**src/sls_pkg.sv**
```systemverilog
// sls_pkg: constants and types of the speed-loop gain and tuning block.
// assumes a 20 MHz clock and a 16-bit parameter port with 12-bit addresses.
package sls_pkg;
   ////////////////////////////////////////////////////////////////////////////
   // parameter addresses
   localparam logic [11:0] ADDR_KP = 12'h208;
   localparam logic [11:0] ADDR_KI = 12'h20c;
   localparam logic [11:0] ADDR_KF = 12'h20e;
   localparam logic [11:0] ADDR_MODE = 12'h240;
   localparam logic [11:0] ADDR_INERTIA = 12'h300;
   localparam logic [11:0] ADDR_STABLE = 12'h302;
   localparam logic [11:0] ADDR_STIFF = 12'h304;
   localparam logic [11:0] ADDR_FIRST = 12'h306;
   localparam logic [11:0] ADDR_LPF = 12'h308;
   localparam logic [11:0] ADDR_EXTRA2 = 12'h30a;
   localparam logic [11:0] ADDR_STAB_THR = 12'h30c;
   localparam logic [11:0] ADDR_RANGE_THR = 12'h30e;
   localparam logic [11:0] ADDR_IRQ_STAT = 12'h310;
   localparam logic [11:0] ADDR_IRQ_MASK = 12'h312;
   localparam logic [11:0] ADDR_EST = 12'h314;
   ////////////////////////////////////////////////////////////////////////////
   // reset values and limits
   localparam logic [15:0] KP_RST = 16'h01f4;
   localparam logic [15:0] KI_RST = 16'h0064;
   localparam logic [15:0] KF_RST = 16'h0000;
   localparam logic [15:0] INERTIA_RST = 16'h000a;
   localparam logic [15:0] STIFF_RST = 16'h0010;
   localparam logic [15:0] LPF_RST = 16'h0002;
   localparam logic [15:0] STAB_THR_RST = 16'h0004;
   localparam logic [15:0] RANGE_THR_RST = 16'h0040;
   localparam logic [15:0] KP_MAX = 16'h1fff;
   localparam logic [15:0] KI_MAX = 16'h03ff;
   localparam logic [15:0] KF_MAX = 16'h0064;
   localparam logic [15:0] MODE_MAX = 16'h0002;
   ////////////////////////////////////////////////////////////////////////////
   // interrupt bit positions
   localparam int IRQ_STABLE = 0;
   localparam int IRQ_RANGE = 1;
   localparam int IRQ_SAVED = 2;
   localparam int IRQ_UPDATED = 3;
   localparam int IRQ_W = 4;
   ////////////////////////////////////////////////////////////////////////////
   // timing
   localparam longint CLK_HZ = 64'd20_000_000;
   localparam longint SAVE_MINUTES = 64'd30;
   localparam longint SAVE_CYCLES = SAVE_MINUTES * 64'd60 * CLK_HZ;
   localparam logic [3:0] STABLE_SAMPLES = 4'h8;
   localparam int PI_SHIFT = 8;
   localparam int ACC_SHIFT = 10;
   ////////////////////////////////////////////////////////////////////////////
   typedef enum logic [1:0] {SLS_MANUAL, SLS_AUTO, SLS_SEMI} sls_mode_t;
   typedef enum logic {SLS_EST_RUN, SLS_EST_HOLD} sls_est_t;
endpackage : sls_pkg

```
**src/sls_gain_if.sv**
```systemverilog
// sls_gain_if: active gains and run enable handed to the speed controller.
// assumes one clock domain; the tuning top drives, the controller reads.
`timescale 1ns/1ps
interface sls_gain_if;
   logic [15:0] kp;
   logic [15:0] ki;
   logic [15:0] kf;
   logic run;
   modport src (output kp, output ki, output kf, output run);
   modport dst (input kp, input ki, input kf, input run);
endinterface : sls_gain_if

```
**src/sls_cmd_sel.sv**
```systemverilog
// sls_cmd_sel: chooses the active speed command from the two select inputs.
// assumes select inputs and analog sample are synchronous to clk_i.
`timescale 1ns/1ps
module sls_cmd_sel (
   input wire logic clk_i,
   input wire logic nrst_i,
   input wire logic ce_i,
   input wire logic drive_en_i,
   input wire logic speed_select_low_i,
   input wire logic speed_select_high_i,
   input wire logic signed [15:0] analog_speed_i,
   output logic signed [15:0] selected_speed_command_o,
   output logic zero_speed_mode_o
);
   logic zero_speed_mode;
   // both selects open is the zero-speed mode, any other code takes analog
   assign zero_speed_mode = !speed_select_low_i && !speed_select_high_i;
   // command held at zero while the drive is off, so no jump at enable
   always_ff @(posedge clk_i or negedge nrst_i) begin
      if (!nrst_i) begin
         selected_speed_command_o <= 16'sh0000;
         zero_speed_mode_o <= 1'b1;
      end else if (ce_i) begin
         zero_speed_mode_o <= zero_speed_mode;
         if (!drive_en_i || zero_speed_mode) begin
            selected_speed_command_o <= 16'sh0000;
         end else begin
            selected_speed_command_o <= analog_speed_i;
         end
      end
   end
endmodule : sls_cmd_sel

```
**src/sls_pi.sv**
```systemverilog
// sls_pi: speed controller, proportional plus integral plus feed-forward.
// assumes gains arrive already clamped to their legal ranges.
`timescale 1ns/1ps
module sls_pi
   import sls_pkg::*;
(
   input wire logic clk_i,
   input wire logic nrst_i,
   input wire logic ce_i,
   sls_gain_if.dst gain,
   input wire logic signed [15:0] cmd_i,
   input wire logic signed [15:0] fb_i,
   output logic signed [15:0] out_o
);
   logic signed [16:0] err;
   logic signed [31:0] acc_q;
   logic signed [55:0] sum;
   logic signed [55:0] scaled;
   logic sat;
   assign err = 17'(cmd_i) - 17'(fb_i);
   // three terms; feed-forward gain is a percentage of the command
   assign sum = 56'(err) * 56'(signed'({1'b0, gain.kp}))
      + 56'(acc_q >>> ACC_SHIFT) * 56'(signed'({1'b0, gain.ki}))
      + (56'(cmd_i) * 56'(signed'({1'b0, gain.kf})) * 56'sd256) / 56'sd100;
   assign scaled = sum >>> PI_SHIFT;
   assign sat = (scaled > 56'sd32767) || (scaled < -56'sd32768);
   // integrator freezes while saturated to stop wind-up
   always_ff @(posedge clk_i or negedge nrst_i) begin
      if (!nrst_i) begin
         acc_q <= 32'sh0;
      end else if (ce_i) begin
         if (!gain.run) begin
            acc_q <= 32'sh0;
         end else if (!sat) begin
            acc_q <= acc_q + 32'(err);
         end
      end
   end
   // output saturates to the signed 16-bit range
   always_ff @(posedge clk_i or negedge nrst_i) begin
      if (!nrst_i) begin
         out_o <= 16'sh0000;
      end else if (ce_i) begin
         if (!gain.run) begin
            out_o <= 16'sh0000;
         end else if (scaled > 56'sd32767) begin
            out_o <= 16'sh7fff;
         end else if (scaled < -56'sd32768) begin
            out_o <= 16'sh8000;
         end else begin
            out_o <= 16'(scaled);
         end
      end
   end
endmodule : sls_pi

```
**src/sls_tune_top.sv**
```systemverilog
// sls_tune_top: speed-loop gains, tuning mode control and inertia tracking.
// assumes a 16-bit parameter port and inertia samples from the feedback path.
//
// Overview of operation
// - tuning mode takes 0 manual, 1 continuous auto, 2 semi-auto only
// - in manual mode every gain parameter is user writable
// - manual mode disables automatic gain changes entirely
// - continuous auto saves estimated inertia every 30 minutes
// - leaving auto or semi-auto to manual stores inertia and sets gains
// - auto to manual overwrites first gain, proportional and integral gains
// - semi to manual also overwrites low-pass time and second extra gain
// - semi-auto stable inertia sets flag, stops estimating, saves inertia
// - semi-auto out-of-range inertia clears flag and resumes estimation
// - entering semi-auto from another mode restarts inertia estimation
// - proportional gain is 16 bits, 0 to 8191, reset 500
// - integral gain is 16 bits, 0 to 1023, reset 100
// - feed-forward gain is a percentage, at most 100
// - zero-speed mode forces command 0, otherwise analog input
// - while enabled the command follows the two speed selects
//
// The plain strobed port was chosen for this implementation.
`timescale 1ns/1ps
module sls_tune_top
   import sls_pkg::*;
#(
   parameter longint SAVE_CYC = SAVE_CYCLES
) (
   input wire logic clk_i,
   input wire logic nrst_i,
   input wire logic ce_i,
   input wire logic [11:0] addr_i,
   input wire logic [15:0] wdata_i,
   input wire logic wr_i,
   input wire logic rd_i,
   output logic [15:0] rdata_o,
   input wire logic drive_en_i,
   input wire logic speed_select_low_i,
   input wire logic speed_select_high_i,
   input wire logic signed [15:0] analog_speed_i,
   input wire logic signed [15:0] speed_fb_i,
   input wire logic [15:0] inertia_sample_i,
   input wire logic inertia_valid_i,
   output logic signed [15:0] speed_out_o,
   output logic signed [15:0] selected_speed_command_o,
   output logic zero_speed_mode_o,
   output logic semi_auto_stable_flag_o,
   output logic irq_o
);
   sls_mode_t mode_q;
   sls_est_t est_st_q;
   logic [15:0] kp_q, ki_q, kf_q, first_q, lpf_q, extra2_q;
   logic [15:0] inertia_q, est_q, stiff_q, stab_thr_q, range_thr_q;
   logic [3:0] stab_cnt_q;
   logic [35:0] save_cnt_q;
   logic [IRQ_W-1:0] irq_stat_q, irq_mask_q, irq_ev;
   logic stable_q;
   logic wr_ok, manual, mode_wr, to_manual, to_semi, to_auto;
   logic sample_ok, est_step, near, out_range, go_stable, timer_save;
   sls_mode_t new_mode;
   logic [15:0] auto_kp, auto_ki, auto_lpf, auto_extra2;
   logic signed [16:0] est_diff;
   sls_gain_if gain_bus ();

   function automatic logic [15:0] clamp16(input logic [15:0] v, input logic [15:0] lim);
      clamp16 = (v > lim) ? lim : v;
   endfunction : clamp16

   function automatic logic [15:0] absdiff(input logic [15:0] a, input logic [15:0] b);
      absdiff = (a > b) ? (a - b) : (b - a);
   endfunction : absdiff

   ////////////////////////////////////////////////////////////////////////////
   // decode of writes and mode transitions
   assign wr_ok = ce_i && wr_i;
   assign manual = (mode_q == SLS_MANUAL);
   assign new_mode = sls_mode_t'(wdata_i[1:0]);
   assign mode_wr = wr_ok && (addr_i == ADDR_MODE) && (wdata_i <= MODE_MAX);
   assign to_manual = mode_wr && (new_mode == SLS_MANUAL) && !manual;
   assign to_semi = mode_wr && (new_mode == SLS_SEMI) && (mode_q != SLS_SEMI);
   assign to_auto = mode_wr && (new_mode == SLS_AUTO) && (mode_q != SLS_AUTO);

   // gains produced by tuning, from estimate and stiffness level
   assign auto_kp = clamp16(16'((32'(stiff_q) << 4) + 32'(est_q >> 2)), KP_MAX);
   assign auto_ki = clamp16(auto_kp >> 2, KI_MAX);
   assign auto_lpf = 16'((est_q >> 4) + 16'h0001);
   assign auto_extra2 = auto_kp >> 1;

   ////////////////////////////////////////////////////////////////////////////
   // estimator step conditions; thresholds come from software
   assign sample_ok = ce_i && inertia_valid_i && !manual && !mode_wr;
   assign est_step = sample_ok && ((mode_q == SLS_AUTO) || (est_st_q == SLS_EST_RUN));
   assign est_diff = 17'({1'b0, inertia_sample_i}) - 17'({1'b0, est_q});
   assign near = absdiff(inertia_sample_i, est_q) <= stab_thr_q;
   assign out_range = absdiff(inertia_sample_i, inertia_q) > range_thr_q;
   assign go_stable = est_step && (mode_q == SLS_SEMI) && near
      && (stab_cnt_q == STABLE_SAMPLES - 4'h1);
   assign timer_save = ce_i && (mode_q == SLS_AUTO) && !mode_wr
      && (save_cnt_q == 36'(SAVE_CYC - 64'd1));

   ////////////////////////////////////////////////////////////////////////////
   // tuning mode register
   always_ff @(posedge clk_i or negedge nrst_i) begin
      if (!nrst_i) begin
         mode_q <= SLS_MANUAL;
      end else if (mode_wr) begin
         mode_q <= new_mode;
      end
   end

   // speed gains: user writes only in manual, tuning results on exit
   always_ff @(posedge clk_i or negedge nrst_i) begin
      if (!nrst_i) begin
         kp_q <= KP_RST;
         ki_q <= KI_RST;
         kf_q <= KF_RST;
         first_q <= KP_RST;
         lpf_q <= LPF_RST;
         extra2_q <= 16'h0000;
      end else if (to_manual) begin
         kp_q <= auto_kp;
         ki_q <= auto_ki;
         first_q <= auto_kp;
         if (mode_q == SLS_SEMI) begin
            lpf_q <= auto_lpf;
            extra2_q <= auto_extra2;
         end
      end else if (wr_ok && manual) begin
         unique case (addr_i)
            ADDR_KP: kp_q <= clamp16(wdata_i, KP_MAX);
            ADDR_KI: ki_q <= clamp16(wdata_i, KI_MAX);
            ADDR_KF: kf_q <= clamp16(wdata_i, KF_MAX);
            ADDR_FIRST: first_q <= wdata_i;
            ADDR_LPF: lpf_q <= wdata_i;
            ADDR_EXTRA2: extra2_q <= wdata_i;
            default: ;
         endcase
      end
   end

   // settings that stay writable in every mode
   always_ff @(posedge clk_i or negedge nrst_i) begin
      if (!nrst_i) begin
         stiff_q <= STIFF_RST;
         stab_thr_q <= STAB_THR_RST;
         range_thr_q <= RANGE_THR_RST;
         irq_mask_q <= '0;
      end else if (wr_ok) begin
         unique case (addr_i)
            ADDR_STIFF: stiff_q <= wdata_i;
            ADDR_STAB_THR: stab_thr_q <= wdata_i;
            ADDR_RANGE_THR: range_thr_q <= wdata_i;
            ADDR_IRQ_MASK: irq_mask_q <= wdata_i[IRQ_W-1:0];
            default: ;
         endcase
      end
   end

   // inertia ratio: user value, periodic save, stable save, exit save
   always_ff @(posedge clk_i or negedge nrst_i) begin
      if (!nrst_i) begin
         inertia_q <= INERTIA_RST;
      end else if (to_manual || timer_save || go_stable) begin
         inertia_q <= est_q;
      end else if (wr_ok && (addr_i == ADDR_INERTIA)) begin
         inertia_q <= wdata_i;
      end
   end

   ////////////////////////////////////////////////////////////////////////////
   // periodic save timer; 36 bits hold the half-hour count at 20 MHz
   always_ff @(posedge clk_i or negedge nrst_i) begin
      if (!nrst_i) begin
         save_cnt_q <= '0;
      end else if (ce_i) begin
         if (mode_q != SLS_AUTO || mode_wr || timer_save) begin
            save_cnt_q <= '0;
         end else begin
            save_cnt_q <= save_cnt_q + 36'h1;
         end
      end
   end

   // estimate seeded from the stored ratio when tuning starts
   always_ff @(posedge clk_i or negedge nrst_i) begin
      if (!nrst_i) begin
         est_q <= INERTIA_RST;
      end else if (to_semi || to_auto) begin
         est_q <= inertia_q;
      end else if (est_step) begin
         est_q <= est_q + 16'(est_diff >>> 3);
      end
   end

   // semi-auto estimation state and stable flag
   always_ff @(posedge clk_i or negedge nrst_i) begin
      if (!nrst_i) begin
         est_st_q <= SLS_EST_RUN;
         stable_q <= 1'b0;
         stab_cnt_q <= '0;
      end else if (to_semi || to_auto || to_manual) begin
         est_st_q <= SLS_EST_RUN;
         stable_q <= 1'b0;
         stab_cnt_q <= '0;
      end else if (sample_ok && mode_q == SLS_SEMI) begin
         unique case (est_st_q)
            SLS_EST_RUN: begin
               if (go_stable) begin
                  est_st_q <= SLS_EST_HOLD;
                  stable_q <= 1'b1;
                  stab_cnt_q <= '0;
               end else if (near) begin
                  stab_cnt_q <= stab_cnt_q + 4'h1;
               end else begin
                  stab_cnt_q <= '0;
               end
            end
            SLS_EST_HOLD: begin
               if (out_range) begin
                  est_st_q <= SLS_EST_RUN;
                  stable_q <= 1'b0;
               end
            end
         endcase
      end
   end

   ////////////////////////////////////////////////////////////////////////////
   // sticky interrupt status, set wins over the write-one clear
   assign irq_ev[IRQ_STABLE] = go_stable;
   assign irq_ev[IRQ_RANGE] = sample_ok && (mode_q == SLS_SEMI)
      && (est_st_q == SLS_EST_HOLD) && out_range;
   assign irq_ev[IRQ_SAVED] = timer_save || go_stable || to_manual;
   assign irq_ev[IRQ_UPDATED] = to_manual;
   always_ff @(posedge clk_i or negedge nrst_i) begin
      if (!nrst_i) begin
         irq_stat_q <= '0;
      end else if (ce_i) begin
         if (wr_i && addr_i == ADDR_IRQ_STAT) begin
            irq_stat_q <= (irq_stat_q & ~wdata_i[IRQ_W-1:0]) | irq_ev;
         end else begin
            irq_stat_q <= irq_stat_q | irq_ev;
         end
      end
   end
   assign irq_o = |(irq_stat_q & irq_mask_q);
   assign semi_auto_stable_flag_o = stable_q;

   // read data registered, valid only in the cycle after the strobe
   always_ff @(posedge clk_i or negedge nrst_i) begin
      if (!nrst_i) begin
         rdata_o <= 16'h0000;
      end else if (ce_i) begin
         rdata_o <= 16'h0000;
         if (rd_i) begin
            unique case (addr_i)
               ADDR_KP: rdata_o <= kp_q;
               ADDR_KI: rdata_o <= ki_q;
               ADDR_KF: rdata_o <= kf_q;
               ADDR_MODE: rdata_o <= {14'h0, mode_q};
               ADDR_INERTIA: rdata_o <= inertia_q;
               ADDR_STABLE: rdata_o <= {15'h0, stable_q};
               ADDR_STIFF: rdata_o <= stiff_q;
               ADDR_FIRST: rdata_o <= first_q;
               ADDR_LPF: rdata_o <= lpf_q;
               ADDR_EXTRA2: rdata_o <= extra2_q;
               ADDR_STAB_THR: rdata_o <= stab_thr_q;
               ADDR_RANGE_THR: rdata_o <= range_thr_q;
               ADDR_IRQ_STAT: rdata_o <= {12'h0, irq_stat_q};
               ADDR_IRQ_MASK: rdata_o <= {12'h0, irq_mask_q};
               ADDR_EST: rdata_o <= est_q;
               default: rdata_o <= 16'h0000;
            endcase
         end
      end
   end

   ////////////////////////////////////////////////////////////////////////////
   // datapath: tuning modes drive live kp and ki, kf and manual use the registers
   assign gain_bus.kp = manual ? kp_q : auto_kp;
   assign gain_bus.ki = manual ? ki_q : auto_ki;
   assign gain_bus.kf = kf_q;
   assign gain_bus.run = drive_en_i;

   sls_cmd_sel u_cmd_sel (
      .clk_i(clk_i),
      .nrst_i(nrst_i),
      .ce_i(ce_i),
      .drive_en_i(drive_en_i),
      .speed_select_low_i(speed_select_low_i),
      .speed_select_high_i(speed_select_high_i),
      .analog_speed_i(analog_speed_i),
      .selected_speed_command_o(selected_speed_command_o),
      .zero_speed_mode_o(zero_speed_mode_o)
   );

   sls_pi u_pi (
      .clk_i(clk_i),
      .nrst_i(nrst_i),
      .ce_i(ce_i),
      .gain(gain_bus),
      .cmd_i(selected_speed_command_o),
      .fb_i(speed_fb_i),
      .out_o(speed_out_o)
   );
endmodule : sls_tune_top

```
**config.mk**
```make
export PLATFORM = sky130hd
export DESIGN_NAME = sls_tune_top
export DESIGN_NICKNAME = d
export VERILOG_FILES = /design/src/sls_pkg.sv /design/src/sls_gain_if.sv /design/src/sls_cmd_sel.sv /design/src/sls_pi.sv /design/src/sls_tune_top.sv
export SDC_FILE = /design/constraint.sdc
export NUM_CORES = 2
export LEC_CHECK = 0
export BUFFER_PORTS_ARGS = -buffer_cell sky130_fd_sc_hd__buf_2
export CAP_MARGIN = 10
export CORE_MARGIN = 2
export CORE_UTILIZATION = 45
export CTS_BUF_LIST = sky130_fd_sc_hd__clkbuf_2
export DETAILED_ROUTE_END_ITERATION = 10
export PLACE_DENSITY_LB_ADDON = 0.15
export SYNTH_ARGS = -nofsm -noshare
export SYNTH_HDL_FRONTEND = slang
export SYNTH_SLANG_ARGS = --single-unit
```
**constraint.sdc**
```tcl
create_clock -name clk_i -period 121.7 [get_ports clk_i]
set_input_delay 6.085 -clock clk_i [delete_from_list [all_inputs] [get_ports clk_i]]
set_output_delay 6.085 -clock clk_i [all_outputs]
set_load 0.01 [all_outputs]
```
==> flow_summary.json <==
{
  "rr_startpoint": "u_cmd_sel.selected_speed_command_o[15]",
  "num_rows": 142,
  "numCtsBuffers": 92,
  "synth_top_cells_by_area": "sky130_fd_sc_hd__fa_1 (26%), sky130_fd_sc_hd__dfrtp_1 (10%), sky130_fd_sc_hd__ha_1 (9.9%)",
  "die-width_microns": 393,
  "path_clk_slew_ps": 120,
  "initialDrtViolationCount": 4208,
  "count_of_cells_along_the_worst_register_to_register_path": 186,
  "number_of_global_route_vias_before_repair": 58289,
  "yosys.area_share.adder": 0.360,
  "critPathCaptureType": "register",
  "area_growth_pct": 5.02,
  "synth-main-ff-cell": "sky130_fd_sc_hd__dfrtp_1",
  "timing_worst_setup_path_type": "register to register",
  "synth-seq-cells": 309,
  "yosysWarnings": 0,
  "tightestPinTransition_ps": 1190,
  "cts-htree-levels": 3,
  "biggestRegsByFlops": "save_cnt_q x36, u_pi.acc_q x32",
  "synth_nets": 9481,
  "clock_tree.root_cell": "sky130_fd_sc_hd__clkbuf_2",
  "critPathMaxStageDelay_ps": 850,
  "setup_total_negative_slack_ps": 0,
  "slew_headroom": 0.206,
  "number_of_enable_type_register_cells_in_the_synthesized_netlist": 0,
  "die_span_in_y_microns": 393,
  "synth.distinct_cells": 194,
  "slowest_stage": "sky130_fd_sc_hd__o32ai_2",
  "avgSynthCellArea_sq_um": 8.55,
  "worst_ep_required_time_ps": 122840,
  "post_cts_setup_inserts": 0,
  "critPathArrivalTime_ps": 52870,
  "finalWeightedCongestion": 0.926,
  "clkLatencyLatePin_ps": 1440,
  "cts_tree": "built",
  "post-route-drc-count": 0,
  "finalCriticalPeriod_ps": 51720,
  "initial_utilization": 0.454,
  "track_usage": 0.286,
  "wl_per_cell_microns": 21.7,
  "initial_antenna_violation_count": 4,
  "cp-start-kind": "register",
  "grt_overflow": 0,
  "layout_worst_path_cycle_share": 0.425,
  "route.antenna.remaining_nets": 0,
  "unrepaired_setup_endpoints_after_global_routing": "no",
  "wirelength_microns": 219000,
  "largest_reg_flops": 36,
  "grt_first_pass_wirelength_microns": 343000,
  "max_freq_mhz": 19.3,
  "synthMuxAreaShare": 0.0285,
  "holdCritStartpoint": "u_pi.out_o[13]",
  "io_pins": 136,
  "yosys.cell_count.top_type": "sky130_fd_sc_hd__inv_1",
  "synth-seq-area-share": 0.114,
  "synth_simple_gate_area_frac": 0.173,
  "asyncSetResetFlopFracSynth": 1.00,
  "port_buffers": 135,
  "min_path_type": "register to register",
  "drt_pre_antenna_iters": 5,
  "run_status": "finished, final reports clean",
  "share_of_post_route_cells_with_drive_strength_above_1": 0.110,
  "fp.dieArea_sq_mm": 0.155,
  "largest-register": "save_cnt_q",
  "grt_start_max_net_pins": 96,
  "dominant_combinational_cell_family_by_area_after_synthesis": "adder cells",
  "dr_total_vias": 57514,
  "mappedNetlistArea_sq_mm": 0.0682,
  "synth_compound_area_frac": 0.169,
  "floorplan_core_area_sq_mm": 0.150,
  "netlist_instances": 7971,
  "detailed_place_hpwl_microns": 174000,
  "maximum_buffer_depth_of_the_clock_tree": 3,
  "post-synth-top-area-fraction": 0.260,
  "synth_largest_area_cell": "sky130_fd_sc_hd__fa_1",
  "holdBufCountCts": 0,
  "synth_xor_xnor_area_share": 0.0560,
  "final_max_slew_viol_count": 0,
  "nets": 9506,
  "cts_sinks": 309,
  "vias_per_cell": 5.70,
  "timing.critical_path.from": "u_cmd_sel.selected_speed_command_o[15]",
  "worstPathMaxFanout": 38,
  "ctsResizeCount": 0,
  "min_to": "u_pi.out_o[13]",
  "final_setup_violating_endpoints": 0,
  "crit-reg2reg-capture": "u_pi.acc_q[27]",
  "hold_depth": 1,
  "reg2reg_setup_slack_ps": 69980,
  "skew_ps": 183,
  "cap_violations": 0,
  "cell_repeated_most_along_the_worst_path": "sky130_fd_sc_hd__a21o_1",
  "yosys-top-cells-count": "sky130_fd_sc_hd__inv_1 (1326), sky130_fd_sc_hd__fa_1 (884), sky130_fd_sc_hd__nand2_1 (862), sky130_fd_sc_hd__ha_1 (541), sky130_fd_sc_hd__nor2_1 (485)",
  "hold_viol_final": 0
}
worst max-delay path: cells and delay by family, from the launching register on:
kind / cells / cell delay (ps)
compound gates: 91 / 24800
xor+xnor: 5 / 1210
fa+ha+maj: 17 / 6890
buf+inv: 13 / 2810
flops: 1 / 650
mux: 13 / 4150
simple gates: 47 / 10710
how the worst max path moves through the flow:
| stage | endpoint | slack [ps] | cells after the start |
|---|---|---|---|
| after floorplan | u_pi.acc_q[27] | 78590 | 194 |
| after global routing | u_pi.acc_q[27] | 66330 | 186 |
| after global placement | u_pi.acc_q[27] | 71720 | 184 |
| after detailed placement | u_pi.acc_q[27] | 70720 | 186 |
| final | u_pi.acc_q[27] | 69980 | 186 |
| after CTS | u_pi.acc_q[27] | 70340 | 186 |
metal layers:
layer | routed length (microns) | track usage | vias up
li1 | - | - | 26503
met1 | 95800 | 0.390 | 28796
met2 | 103000 | 0.473 | 1887
met3 | 12700 | 0.0335 | 326
met4 | 7440 | 0.0913 | 2
met5 | 13 | 0 | -
through the flow:
stage	utilization	area, sq um	worst slack, ps	hold WS, ps	std cells
after detailed placement	0.471	70700	70720	464	9917
after global placement	0.471	70700	71720	461	9917
after CTS	0.477	71600	70340	486	10082
final	0.477	71600	69980	486	10089
after floorplan	-	68200	78590	439	7971
after global routing	0.477	71600	66330	510	10086
cell families (layout without fill, tap and decap cells):
group,count (synthesis),after routing
fa+ha+maj,1431,1431
compound gates,1587,1587
mux,181,181
flops,309,309
buf+inv,1662,1758
other cells,0,6
xor+xnor,415,415
simple gates,2386,2386
final cells by class:
type                    count  area (sq um)
diodes                      6          15.0
clock buffers             131           656
clock inverters            34           225
fillers                 14708         78600
inverters                1338          5030
multi-input cells        6000         53800
flip-flops and latches    309          7760
well taps                2016          2520
repair buffers            255          1590
cell usage in the layout (no fill, tap or decap), types with 223 or more instances in the layout:
master,instances
sky130_fd_sc_hd__a21oi_1,366
sky130_fd_sc_hd__and2_1,223
sky130_fd_sc_hd__dfrtp_1,285
sky130_fd_sc_hd__fa_1,884
sky130_fd_sc_hd__ha_1,541
sky130_fd_sc_hd__inv_1,1326
sky130_fd_sc_hd__nand2_1,861
sky130_fd_sc_hd__nor2_1,480
sky130_fd_sc_hd__o21ai_0,286
sky130_fd_sc_hd__xnor2_1,257
Power is left out: the tool's default activity adds up to more than one toggle a clock period on the data nets, which glitch-free logic cannot reach.
